[src/hdl/pbcc_pkg.sv]
// How it works
// - static logic, clock may stop, no timeouts
// - each processor cycle takes three clock periods
// - instructions run two, three or four cycles
// - operation_request qualifies all other bus outputs
// - address and controls valid before request rises
// - memory read drives memory and read states
// - late acknowledge stalls the cycle indefinitely
// - request held until acknowledge is received
// - memory write same handshake, write state driven
// - one write_strobe_pulse per write sequence
// - input/output uses the same request/acknowledge exchange
// - handshake is level based, clock independent
package pbcc_pkg;
   // ==========================================================
   // bus widths and read buffer depth
   localparam int PBCC_ADDR_W = 15;
   localparam int PBCC_DATA_W = 8;
   localparam int PBCC_FIFO_DEPTH = 16;
   // ==========================================================
   // cycle structure
   localparam int PBCC_CLK_PER_CYC = 3;
   localparam logic [2:0] PBCC_MIN_CYC = 3'h2;
   localparam logic [2:0] PBCC_MAX_CYC = 3'h4;
   localparam logic [2:0] PBCC_CYC_STEP = 3'h1;
   // ==========================================================
   // select encodings
   localparam logic PBCC_SEL_MEM = 1'b1;
   localparam logic PBCC_SEL_IO = 1'b0;
   localparam logic PBCC_SEL_WRITE = 1'b1;
   localparam logic PBCC_SEL_READ = 1'b0;
   // ==========================================================
   // reset values
   localparam logic [PBCC_ADDR_W-1:0] PBCC_ADDR_RST = 15'h0000;
   localparam logic [PBCC_DATA_W-1:0] PBCC_DATA_RST = 8'h00;
   // ==========================================================
   // sequencer phases, one clock each when not stalled
   typedef enum logic [1:0] {
      PBCC_ST_IDLE,
      PBCC_ST_P0,
      PBCC_ST_P1,
      PBCC_ST_P2
   } pbcc_state_t;
endpackage : pbcc_pkg

[src/hdl/pbcc_fifo.sv]
`timescale 1ns/1ps
module pbcc_fifo
   import pbcc_pkg::*;
#(
   parameter int WIDTH = 8,
   parameter int DEPTH = 16
)
(
   // clock and reset
   input wire logic i_ref_clk,
   input wire logic i_srst,
   // fill side
   input wire logic i_in_valid,
   input wire logic [WIDTH-1:0] i_in_data,
   output logic o_in_ready,
   // drain side
   output logic o_out_valid,
   output logic [WIDTH-1:0] o_out_data,
   input wire logic i_out_ready
);
   localparam int AW = $clog2(DEPTH);
   localparam logic [AW:0] FULL_CNT = (AW+1)'(DEPTH);
   localparam logic [AW-1:0] PTR_ONE = AW'(1);
   localparam logic [AW:0] CNT_ONE = (AW+1)'(1);

   logic [WIDTH-1:0] mem_r [DEPTH];
   logic [AW-1:0] wr_ptr_r, wr_ptr_nxt;
   logic [AW-1:0] rd_ptr_r, rd_ptr_nxt;
   logic [AW:0] cnt_r, cnt_nxt;
   logic out_valid_r, out_valid_nxt;
   logic [WIDTH-1:0] out_data_r, out_data_nxt;
   logic push;
   logic pop;

   // ==========================================================
   // next state
   always_comb
   begin
      push = i_in_valid && (cnt_r != FULL_CNT);
      pop = (cnt_r != '0) && (!out_valid_r || i_out_ready);
      wr_ptr_nxt = push ? wr_ptr_r + PTR_ONE : wr_ptr_r;
      rd_ptr_nxt = pop ? rd_ptr_r + PTR_ONE : rd_ptr_r;
      cnt_nxt = cnt_r;
      if (push && !pop)
      begin
         cnt_nxt = cnt_r + CNT_ONE;
      end
      else if (pop && !push)
      begin
         cnt_nxt = cnt_r - CNT_ONE;
      end
      out_data_nxt = pop ? mem_r[rd_ptr_r] : out_data_r;
      out_valid_nxt = pop || (out_valid_r && !i_out_ready);
   end

   // ==========================================================
   // registers
   always_ff @(posedge i_ref_clk)
   begin
      if (push)
      begin
         mem_r[wr_ptr_r] <= i_in_data;
      end
      if (i_srst)
      begin
         wr_ptr_r <= '0;
         rd_ptr_r <= '0;
         cnt_r <= '0;
         out_valid_r <= 1'b0;
         out_data_r <= '0;
      end
      else
      begin
         wr_ptr_r <= wr_ptr_nxt;
         rd_ptr_r <= rd_ptr_nxt;
         cnt_r <= cnt_nxt;
         out_valid_r <= out_valid_nxt;
         out_data_r <= out_data_nxt;
      end
   end

   assign o_in_ready = (cnt_r != FULL_CNT);
   assign o_out_valid = out_valid_r;
   assign o_out_data = out_data_r;
endmodule : pbcc_fifo

[src/hdl/pbcc_seq.sv]
`timescale 1ns/1ps
module pbcc_seq
   import pbcc_pkg::*;
(
   // clock and reset
   input wire logic i_ref_clk,
   input wire logic i_srst,
   // instruction command from the core
   input wire logic i_cmd_valid,
   input wire logic [2:0] i_cmd_cycles,
   input wire logic i_cmd_bus,
   input wire logic i_cmd_write,
   input wire logic i_cmd_io,
   input wire logic [PBCC_ADDR_W-1:0] i_cmd_addr,
   input wire logic [PBCC_DATA_W-1:0] i_cmd_wdata,
   output logic o_cmd_ready,
   output logic o_instr_done,
   // read data back to the core
   output logic o_rd_valid,
   output logic [PBCC_DATA_W-1:0] o_rd_data,
   input wire logic i_rd_ready,
   // external bus
   output logic [PBCC_ADDR_W-1:0] o_addr,
   output logic o_memory_or_io_select,
   output logic o_read_write_select,
   output logic o_operation_request,
   output logic o_write_strobe_pulse,
   input wire logic i_operation_acknowledge,
   input wire logic [PBCC_DATA_W-1:0] i_dbus,
   output logic [PBCC_DATA_W-1:0] o_dbus,
   output logic o_dbus_oe
);
   // clamps the instruction length to the legal range
   function automatic logic [2:0] pbcc_clamp_cyc(input logic [2:0] c);
      logic [2:0] r;
      r = c;
      if (c < PBCC_MIN_CYC)
      begin
         r = PBCC_MIN_CYC;
      end
      else if (c > PBCC_MAX_CYC)
      begin
         r = PBCC_MAX_CYC;
      end
      return r;
   endfunction : pbcc_clamp_cyc

   pbcc_state_t state_r, state_nxt;
   logic [2:0] cyc_left_r, cyc_left_nxt;
   logic bus_r, bus_nxt;
   logic cmd_ready_r, cmd_ready_nxt;
   logic done_r, done_nxt;
   logic [PBCC_ADDR_W-1:0] addr_r, addr_nxt;
   logic mio_r, mio_nxt;
   logic rw_r, rw_nxt;
   logic req_r, req_nxt;
   logic wsp_r, wsp_nxt;
   logic [PBCC_DATA_W-1:0] dout_r, dout_nxt;
   logic oe_r, oe_nxt;
   logic push;
   logic fifo_in_ready;
   logic accept;

   // ==========================================================
   // read data buffer
   pbcc_fifo #(
      .WIDTH(PBCC_DATA_W),
      .DEPTH(PBCC_FIFO_DEPTH)
   ) u_rd_fifo (
      .i_ref_clk(i_ref_clk),
      .i_srst(i_srst),
      .i_in_valid(push),
      .i_in_data(i_dbus),
      .o_in_ready(fifo_in_ready),
      .o_out_valid(o_rd_valid),
      .o_out_data(o_rd_data),
      .i_out_ready(i_rd_ready)
   );

   // ==========================================================
   // sequencer next state
   // all state is held in edge flops with no timers, so the clock may
   // stop or be stepped anywhere in a cycle
   always_comb
   begin
      state_nxt = state_r;
      cyc_left_nxt = cyc_left_r;
      bus_nxt = bus_r;
      done_nxt = 1'b0;
      addr_nxt = addr_r;
      mio_nxt = mio_r;
      rw_nxt = rw_r;
      req_nxt = req_r;
      wsp_nxt = 1'b0;
      dout_nxt = dout_r;
      oe_nxt = oe_r;
      push = 1'b0;
      accept = i_cmd_valid && cmd_ready_r;
      case (state_r)
         PBCC_ST_IDLE:
         begin
            if (accept)
            begin
               // address and controls set one phase ahead of the request
               cyc_left_nxt = pbcc_clamp_cyc(i_cmd_cycles) - PBCC_CYC_STEP;
               bus_nxt = i_cmd_bus;
               addr_nxt = i_cmd_addr;
               mio_nxt = i_cmd_io ? PBCC_SEL_IO : PBCC_SEL_MEM;
               rw_nxt = i_cmd_write ? PBCC_SEL_WRITE : PBCC_SEL_READ;
               dout_nxt = i_cmd_wdata;
               oe_nxt = i_cmd_bus && i_cmd_write;
               state_nxt = PBCC_ST_P0;
            end
         end
         PBCC_ST_P0:
         begin
            // previous acknowledge must be withdrawn before a new request
            if (!(bus_r && i_operation_acknowledge))
            begin
               state_nxt = PBCC_ST_P1;
               req_nxt = bus_r;
               wsp_nxt = bus_r && (rw_r == PBCC_SEL_WRITE);
            end
         end
         PBCC_ST_P1:
         begin
            if (!bus_r)
            begin
               state_nxt = PBCC_ST_P2;
            end
            else if (i_operation_acknowledge)
            begin
               // request falls only on acknowledge
               req_nxt = 1'b0;
               push = (rw_r == PBCC_SEL_READ);
               state_nxt = PBCC_ST_P2;
            end
            // otherwise hold here with the request up
         end
         PBCC_ST_P2:
         begin
            // third clock closes the processor cycle
            bus_nxt = 1'b0;
            oe_nxt = 1'b0;
            if (cyc_left_r == '0)
            begin
               done_nxt = 1'b1;
               state_nxt = PBCC_ST_IDLE;
            end
            else
            begin
               cyc_left_nxt = cyc_left_r - PBCC_CYC_STEP;
               state_nxt = PBCC_ST_P0;
            end
         end
         default:
         begin
            state_nxt = PBCC_ST_IDLE;
         end
      endcase
      // a read is only started when the buffer has room for its byte
      cmd_ready_nxt = (state_nxt == PBCC_ST_IDLE) && fifo_in_ready && !accept;
   end

   // ==========================================================
   // sequencer registers
   always_ff @(posedge i_ref_clk)
   begin
      if (i_srst)
      begin
         state_r <= PBCC_ST_IDLE;
         cyc_left_r <= '0;
         bus_r <= 1'b0;
         cmd_ready_r <= 1'b0;
         done_r <= 1'b0;
         addr_r <= PBCC_ADDR_RST;
         mio_r <= PBCC_SEL_MEM;
         rw_r <= PBCC_SEL_READ;
         req_r <= 1'b0;
         wsp_r <= 1'b0;
         dout_r <= PBCC_DATA_RST;
         oe_r <= 1'b0;
      end
      else
      begin
         state_r <= state_nxt;
         cyc_left_r <= cyc_left_nxt;
         bus_r <= bus_nxt;
         cmd_ready_r <= cmd_ready_nxt;
         done_r <= done_nxt;
         addr_r <= addr_nxt;
         mio_r <= mio_nxt;
         rw_r <= rw_nxt;
         req_r <= req_nxt;
         wsp_r <= wsp_nxt;
         dout_r <= dout_nxt;
         oe_r <= oe_nxt;
      end
   end

   // ==========================================================
   // outputs
   assign o_cmd_ready = cmd_ready_r;
   assign o_instr_done = done_r;
   assign o_addr = addr_r;
   assign o_memory_or_io_select = mio_r;
   assign o_read_write_select = rw_r;
   assign o_operation_request = req_r;
   assign o_write_strobe_pulse = wsp_r;
   assign o_dbus = dout_r;
   assign o_dbus_oe = oe_r;
endmodule : pbcc_seq

[config.mk]
export PLATFORM = sky130hd
export DESIGN_NAME = pbcc_seq
export DESIGN_NICKNAME = d
export VERILOG_FILES = /design/src/hdl/pbcc_pkg.sv /design/src/hdl/pbcc_fifo.sv /design/src/hdl/pbcc_seq.sv
export SDC_FILE = /design/constraint.sdc
export NUM_CORES = 1
export LEC_CHECK = 0
export ABC_CLOCK_PERIOD_IN_PS = 8500
export BUFFER_PORTS_ARGS = -buffer_cell sky130_fd_sc_hd__buf_2
export CAP_MARGIN = 40
export CORE_MARGIN = 2
export CORE_UTILIZATION = 55
export DETAILED_ROUTE_END_ITERATION = 10
export GPL_TIMING_DRIVEN = 0
export PLACE_DENSITY_LB_ADDON = 0.3
export SLEW_MARGIN = 30
export SYNTH_ARGS = -nofsm -noshare
export SYNTH_HDL_FRONTEND = slang
export SYNTH_SLANG_ARGS = --single-unit
[constraint.sdc]
create_clock -name i_ref_clk -period 8.5 [get_ports i_ref_clk]
set_input_delay 0 -clock i_ref_clk [delete_from_list [all_inputs] [get_ports i_ref_clk]]
set_output_delay 0 -clock i_ref_clk [all_outputs]
set_load 0.02 [all_outputs]
==> results of run 1 <==
-- metrics by stage --
| stage | setup WS [ns] | utilization [%] | cells |
|---|---|---|---|
| 2_1_floorplan | 5.747 | - | 527 |
| 3_3_place_gp | 5.504 | 60.67 | 782 |
| 3_5_place_dp | 5.418 | 60.82 | 782 |
| 4_1_cts | 5.379 | 68.15 | 853 |
| 5_1_grt | 5.233 | 68.32 | 856 |
| 6_report | 5.397 | 68.32 | 856 |
-- report_power, final --
group	leakage, nW	total [W]	internal [W]	switching (W)
sequential	1.62	0.00109	0.00103	0.0000594
combinational	1.27	0.000594	0.000248	0.000346
clock	0.281	0.000766	0.000394	0.000373
-- final cells by class --
cell class	count	area [sq um]
Sequential cell	186	5005
Fill cell	914	4161
Multi-Input combinational cell	302	2197
Timing Repair Buffer	121	808.3
Clock buffer	17	425.4
Tap cell	176	220.2
Clock inverter	15	147.6
Buffer	31	142.6
Inverter	8	30.03
-- worst max path at each step --
stage / startpoint / end / slack, ns / cells after the start
finish: u_rd_fifo.cnt_r[0] / u_rd_fifo.cnt_r[4] / 5.40 / 11
CTS: u_rd_fifo.cnt_r[0] / u_rd_fifo.cnt_r[4] / 5.38 / 11
global route: u_rd_fifo.cnt_r[0] / u_rd_fifo.cnt_r[4] / 5.23 / 11
global placement: u_rd_fifo.cnt_r[0] / u_rd_fifo.cnt_r[4] / 5.50 / 11
floorplan: u_rd_fifo.cnt_r[0] / u_rd_fifo.cnt_r[4] / 5.75 / 11
detailed placement: u_rd_fifo.cnt_r[0] / u_rd_fifo.cnt_r[4] / 5.42 / 11
-- synth_stat cells (all sizes together), types with 3 or more instances --
master	count	area share, %
nand3	5	0.34
o22ai	18	1.5
nand2	57	2.9
o21ai	4	0.27
edfxtp	128	52
buf	20	1.4
dfxtp	58	16
nor2	49	2.5
xor2	5	0.60
inv	8	0.41
mux2i	38	5.2
a21oi	33	2.2
xnor2	3	0.36
a22oi	8	0.82
a311oi	8	0.95
mux4	16	4.9
clkbuf	11	0.56
nand2b	5	0.43
nor2b	4	0.34
nor3	5	0.34
ha	10	1.7
-- metal layers --
layer  routed length (um)  GRT usage, %  part of all wire [%]  vias to the layer above
met5                    0             0                     0                        -
met4                  299         8.824                   1.9                        0
li1                     -             -                     -                     2254
met1                 6485         28.46                    41                     2322
met3                 1048         4.943                   6.6                       19
met2                 8165         40.32                    51                      196
-- state kept, by name, summed over array words and instances, names as in the netlist, 2 cells and up --
name,cells
o_dbus,8
cyc_left_r,3
u_rd_fifo.mem_r,128
o_addr,15
u_rd_fifo.wr_ptr_r,4
u_rd_fifo.rd_ptr_r,4
state_r,2
u_rd_fifo.cnt_r,5
u_rd_fifo.o_out_data,8
-- worst max-delay path, cell delays in order, from the launching register on --
cell	delay (ns)
dfxtp_1	0.39
nor4_4	0.43
a21boi_2	0.22
buf_4	0.23
inv_1	0.07
ha_1	0.16
inv_1	0.12
fa_1	0.43
a21o_1	0.20
a21oi_1	0.17
mux2i_1	0.22
mux2_2	0.35
-- cells by family (layout without fill, tap and decap cells) --
family / count (synthesis) / in the layout / synth area share (%)
buffers and inverters: 39 / 192 / 2.348
AOI/OAI and AO/OA: 89 / 89 / 7.877
DFF: 186 / 186 / 68.05
and+or+nand+nor: 139 / 139 / 8.574
muxes: 55 / 55 / 10.22
adders and majority gates: 11 / 11 / 1.973
xor gates and xnor gates: 8 / 8 / 0.9527
==> summary.txt, run 1 <==
post-synthesis instance area: 7355 sq um
number of max-capacitance violations reported: 0
average instance area after synthesis: 13.96 sq um
remaining number of nets flagged by the antenna check after routing: 0
Vert. Die Dim: 119.6 um
total overflow reported by the global router: 0
FFs w/ async S/R, synth: 0%
fraction of final layout cells sized beyond drive strength 1: 22.79%
setup repair after global routing missed its margin: false
Nets: 720
part of the cycle the worst path needs: 36.51%
Synth warnings: 0
Worst Tran Pin Value: 0.8067 ns
overall die width: 119.6 um
number of setup buffers added after CTS: 0
HPWL after detailed placement: 10,260 um
clock sinks: 186
hold path startpoint: i_cmd_cycles[2]
overall global routing resource usage: 23.17%
Post-CTS Hold Buffers: 39
prevailing post-synth register cell: edfxtp_1
sequential fraction of the synthesis area: 68.05%
number of library cell types mapped by synthesis: 50
worst-case hold slack: 0.02951 ns
post-detailed-route via-to-cell ratio: 5.597
number of cells traversed by the worst hold path: 4
worst hold path type: input port to flop
first-pass GRT wire length: 24,780 um
clock latency at the later pin of the worst-skew pair: 0.43 ns
starting utilization of the core area: 55.98%
R2R setup slack: 5.40 ns
final wirelength: 16,000 um
number of antenna violations at the first check in global routing: 0
Worst Hold Path EP: cyc_left_r[2]
power per cell area: 273.1 nW/um^2
Diodes inserted: 0
average detailed-routed wire length per instance: 18.69 um
buffers from clock root to sink, at most: 2
CTS HTree Levels: 4
Final setup viols: 0
most common library cell in the layout ignoring fill and taps: edfxtp_1
number of hold-slack violations in the final timing report: 0
via total after detailed routing: 4,791
outcome: finished, final reports clean
clock-pin slew reported for the worst setup and hold paths after clock tree synthesis: 0.08 ns
number of buffers created by CTS: 17
clock tree from TritonCTS: done
terminus of the critical flop-to-flop path: u_rd_fifo.cnt_r[4]
CP max FO: 10
vias in the first global route: 4,752
full die area: 14,310 sq um
final critical delay including setup and external delays: 3.103 ns
VDD IR max: 0.0001569 V
EDFF count, synth: 128
aggregate negative setup slack: 0 ns
kind of end point of the critical path: flop
static leakage power: 3.178 nW
worst reg-to-reg path cell count: 11
total non-filler cell area in the finished layout: 8976 sq um
worst setup skew after layout: 0.009086 ns
CP required: 8.83 ns
final weighted congestion of routability-driven global placement: 0.8391
type of origin of the critical path: flop
boundary pin count: 81
arrival time at the worst endpoint: 3.43 ns
total nets after synthesis: 580
growth of design area from synthesis to finish: 22.05%
Pins Over Slew Limit: 0
clk root buf: clkbuf_16
count of buffers inserted at the top-level ports: 79
floorplan row count: 42
Max transition margin: 45.93%
number of gates given a new drive strength after cts: 0
number of instances in the synthesized netlist: 527
placeable core region: 13,140 sq um
number of iterations in the first detailed-routing pass: 5
number of design rule violations left after detail routing: 0
flip-flop and latch count after synthesis: 186
maximum clock frequency: 0.3223 GHz
pin count of the biggest net entering global routing: 20
total design power: 0.002451 W
DR iter-0 viols: 500
category of the critical setup timing path: flop to flop
launch instance of the worst register-to-register path: u_rd_fifo.cnt_r[0]
cell area reported after detailed placement: 7990 sq um
most frequent cells in the layout: 128 x edfxtp_1, 94 x buf_2, 58 x dfxtp_1
No activity file was read; power rests on OpenSTA's default activity.
==> inputs of run 2 (changes only) <==
--- a/config.mk
+++ b/config.mk
@@ -5,7 +5,7 @@
 export SDC_FILE = /design/constraint.sdc
 export NUM_CORES = 1
 export LEC_CHECK = 0
-export ABC_CLOCK_PERIOD_IN_PS = 8500
+export ABC_CLOCK_PERIOD_IN_PS = 2900
 export BUFFER_PORTS_ARGS = -buffer_cell sky130_fd_sc_hd__buf_2
 export CAP_MARGIN = 40
 export CORE_MARGIN = 2
==> constraint.sdc (replaced) <==
create_clock -name i_ref_clk -period 2.9 [get_ports i_ref_clk]
set_input_delay 0 -clock i_ref_clk [delete_from_list [all_inputs] [get_ports i_ref_clk]]
set_output_delay 0 -clock i_ref_clk [all_outputs]
set_load 0.02 [all_outputs]
==> summary.txt, run 2 (synthesized netlist as in run 1, its figures left out) <==
outcome: finished, final reports clean
number of iterations in the first detailed-routing pass: 5
area occupied by registers: 5010 sq um
Max transition margin: 46.65%
placeable core region: 13,140 sq um
kind of end point of the critical path: flop
Nets: 723
clock-pin slew reported for the worst setup and hold paths after clock tree synthesis: 0.08 ns
post-detailed-route via-to-cell ratio: 5.610
CP required: 3.22 ns
worst setup skew after layout: 0.01068 ns
critical path startpoint: u_rd_fifo.cnt_r[0]
type of origin of the critical path: flop
worst reg-to-reg path cell count: 11
clock sinks: 186
Vert. Die Dim: 119.6 um
Pins Over Slew Limit: 0
DR iter-0 viols: 515
hold path startpoint: i_cmd_cycles[2]
total overflow reported by the global router: 0
number of hold-slack violations in the final timing report: 0
part of the cycle the worst path needs: 95.20%
count of buffers inserted at the top-level ports: 79
average detailed-routed wire length per instance: 18.56 um
static leakage power: 3.202 nW
cells along the critical path: nor4_4, buf_4, a211o_1, inv_2, ha_1, inv_2, ha_1, a21o_1, a21oi_1, mux2i_1, mux2_2
fraction of final layout cells sized beyond drive strength 1: 24.01%
number of antenna violations at the first check in global routing: 0
register with the most flip-flops: u_rd_fifo.mem_r
VDD IR max: 0.0004572 V
category of the critical setup timing path: flop to flop
overall die width: 119.6 um
starting utilization of the core area: 55.98%
clk root buf: clkbuf_16
CP max FO: 5
most common library cell in the layout ignoring fill and taps: edfxtp_1
vias in the first global route: 4,759
Most Crowded Layer GR: met2
Worst Tran Pin Value: 0.7959 ns
Worst Hold Path EP: cyc_left_r[2]
Final setup viols: 0
filler-free cell count of the finished design: 859
flip-flop count of the largest register after layout: 128
terminus of the critical flop-to-flop path: u_rd_fifo.cnt_r[4]
clock latency at the later pin of the worst-skew pair: 0.43 ns
aggregate negative setup slack: 0 ns
setup repair after global routing missed its margin: false
number of fill cells in the layout: 908
first-pass GRT wire length: 24,880 um
launch instance of the worst register-to-register path: u_rd_fifo.cnt_r[0]
most frequent cells in the layout: 128 x edfxtp_1, 94 x buf_2, 57 x nand2_1
power per cell area: 803.2 nW/um^2
R2R setup slack: 0.14 ns
full die area: 14,310 sq um
maximum clock frequency: 0.3622 GHz
met2 GRT Util: 40.43%
crit-path max cell delay: 0.37 ns
boundary pin count: 81
arrival time at the worst endpoint: 3.09 ns
Crit path max-delay family: multiplexers
HPWL after detailed placement: 10,260 um
floorplan row count: 42
DP Cell Count: 782
number of max-capacitance violations reported: 0
final wirelength: 15,950 um
total area of multi-input combinational cells: 2207 sq um
met3 layer usage reported by global route: 4.943%
worst-case hold slack: 0.02895 ns
growth of design area from synthesis to finish: 22.56%
master of the slowest instance on the critical path: dfxtp_2
global routing met1 resource utilization: 28.66%
remaining number of nets flagged by the antenna check after routing: 0
CTS HTree Levels: 4
final weighted congestion of routability-driven global placement: 0.8391
overall global routing resource usage: 23.26%
number of buffers created by CTS: 17
via total after detailed routing: 4,819
pin count of the biggest net entering global routing: 20
number of design rule violations left after detail routing: 0
Diodes inserted: 0
clock tree from TritonCTS: done
worst hold path type: input port to flop
number of cells traversed by the worst hold path: 4
number of buffers and inverters on the critical path: 3
final critical delay including setup and external delays: 2.761 ns
buffers from clock root to sink, at most: 2
run 2: tightest hold or removal path, stage by stage:
cell and delay, ns:
buf_2 0.12, a21oi_1 0.06, a31oi_1 0.14, a211oi_1 0.08
run 2: worst max-delay path by stage:
stage | endpoint | depth (start not counted) | slack, ns
detailed placement | u_rd_fifo.cnt_r[4] | 11 | -0.18
global route | u_rd_fifo.cnt_r[4] | 11 | 0.02
floorplan | u_rd_fifo.cnt_r[4] | 11 | 0.15
finish | u_rd_fifo.cnt_r[4] | 11 | 0.14
global placement | u_rd_fifo.cnt_r[4] | 11 | -0.1
CTS | u_rd_fifo.cnt_r[4] | 11 | 0.04
run 2: what timing repair did:
action                                  4_1_cts  5_1_grt
endpoints found under the hold margin       161        0
endpoints found under the setup margin        1        1
cloned                                        0        0
hold buffers                                 39        0
gates resized for setup                       5        2
setup buffers                                 3        0
pin swaps                                     2        1
run 2: final cells by class:
cell class / instances / share of cell area (%)
repair buffers: 124 / 9.217
multi-input cells: 302 / 24.49
inverters: 8 / 0.3331
clock inverters: 15 / 1.638
plain buffers: 31 / 1.582
flip-flops and latches: 186 / 55.58
well taps: 176 / 2.443
clock buffers: 17 / 4.720
run 2: power by group:
group / internal (W) / total, W / switching (W)
clock: 0.00115 / 0.00225 / 0.00109
combinational: 0.000761 / 0.00179 / 0.00103
sequential: 0.00303 / 0.00321 / 0.000177
run 2: through the flow:
step	power [W]	instance area (sq um)	setup slack, ns	utilization (%)
3_5_place_dp	0.004937	7990	-0.1821	60.82
6_report	0.007240	9014	0.1393	68.61
4_1_cts	0.007259	8989	0.04178	68.42
3_3_place_gp	0.004871	7970	-0.09639	60.67
2_1_floorplan	0.004428	7355	0.1474	-
5_1_grt	0.007561	9014	0.01602	68.61
run 2: layer usage:
| metal | vias to the layer above | share of wire [%] | wire (um) |
|---|---|---|---|
| li1 | 2262 | - | - |
| met1 | 2339 | 41 | 6508 |
| met2 | 199 | 51 | 8183 |
| met3 | 19 | 6.1 | 974 |
| met4 | 0 | 1.8 | 280 |
| met5 | - | 0 | 0 |
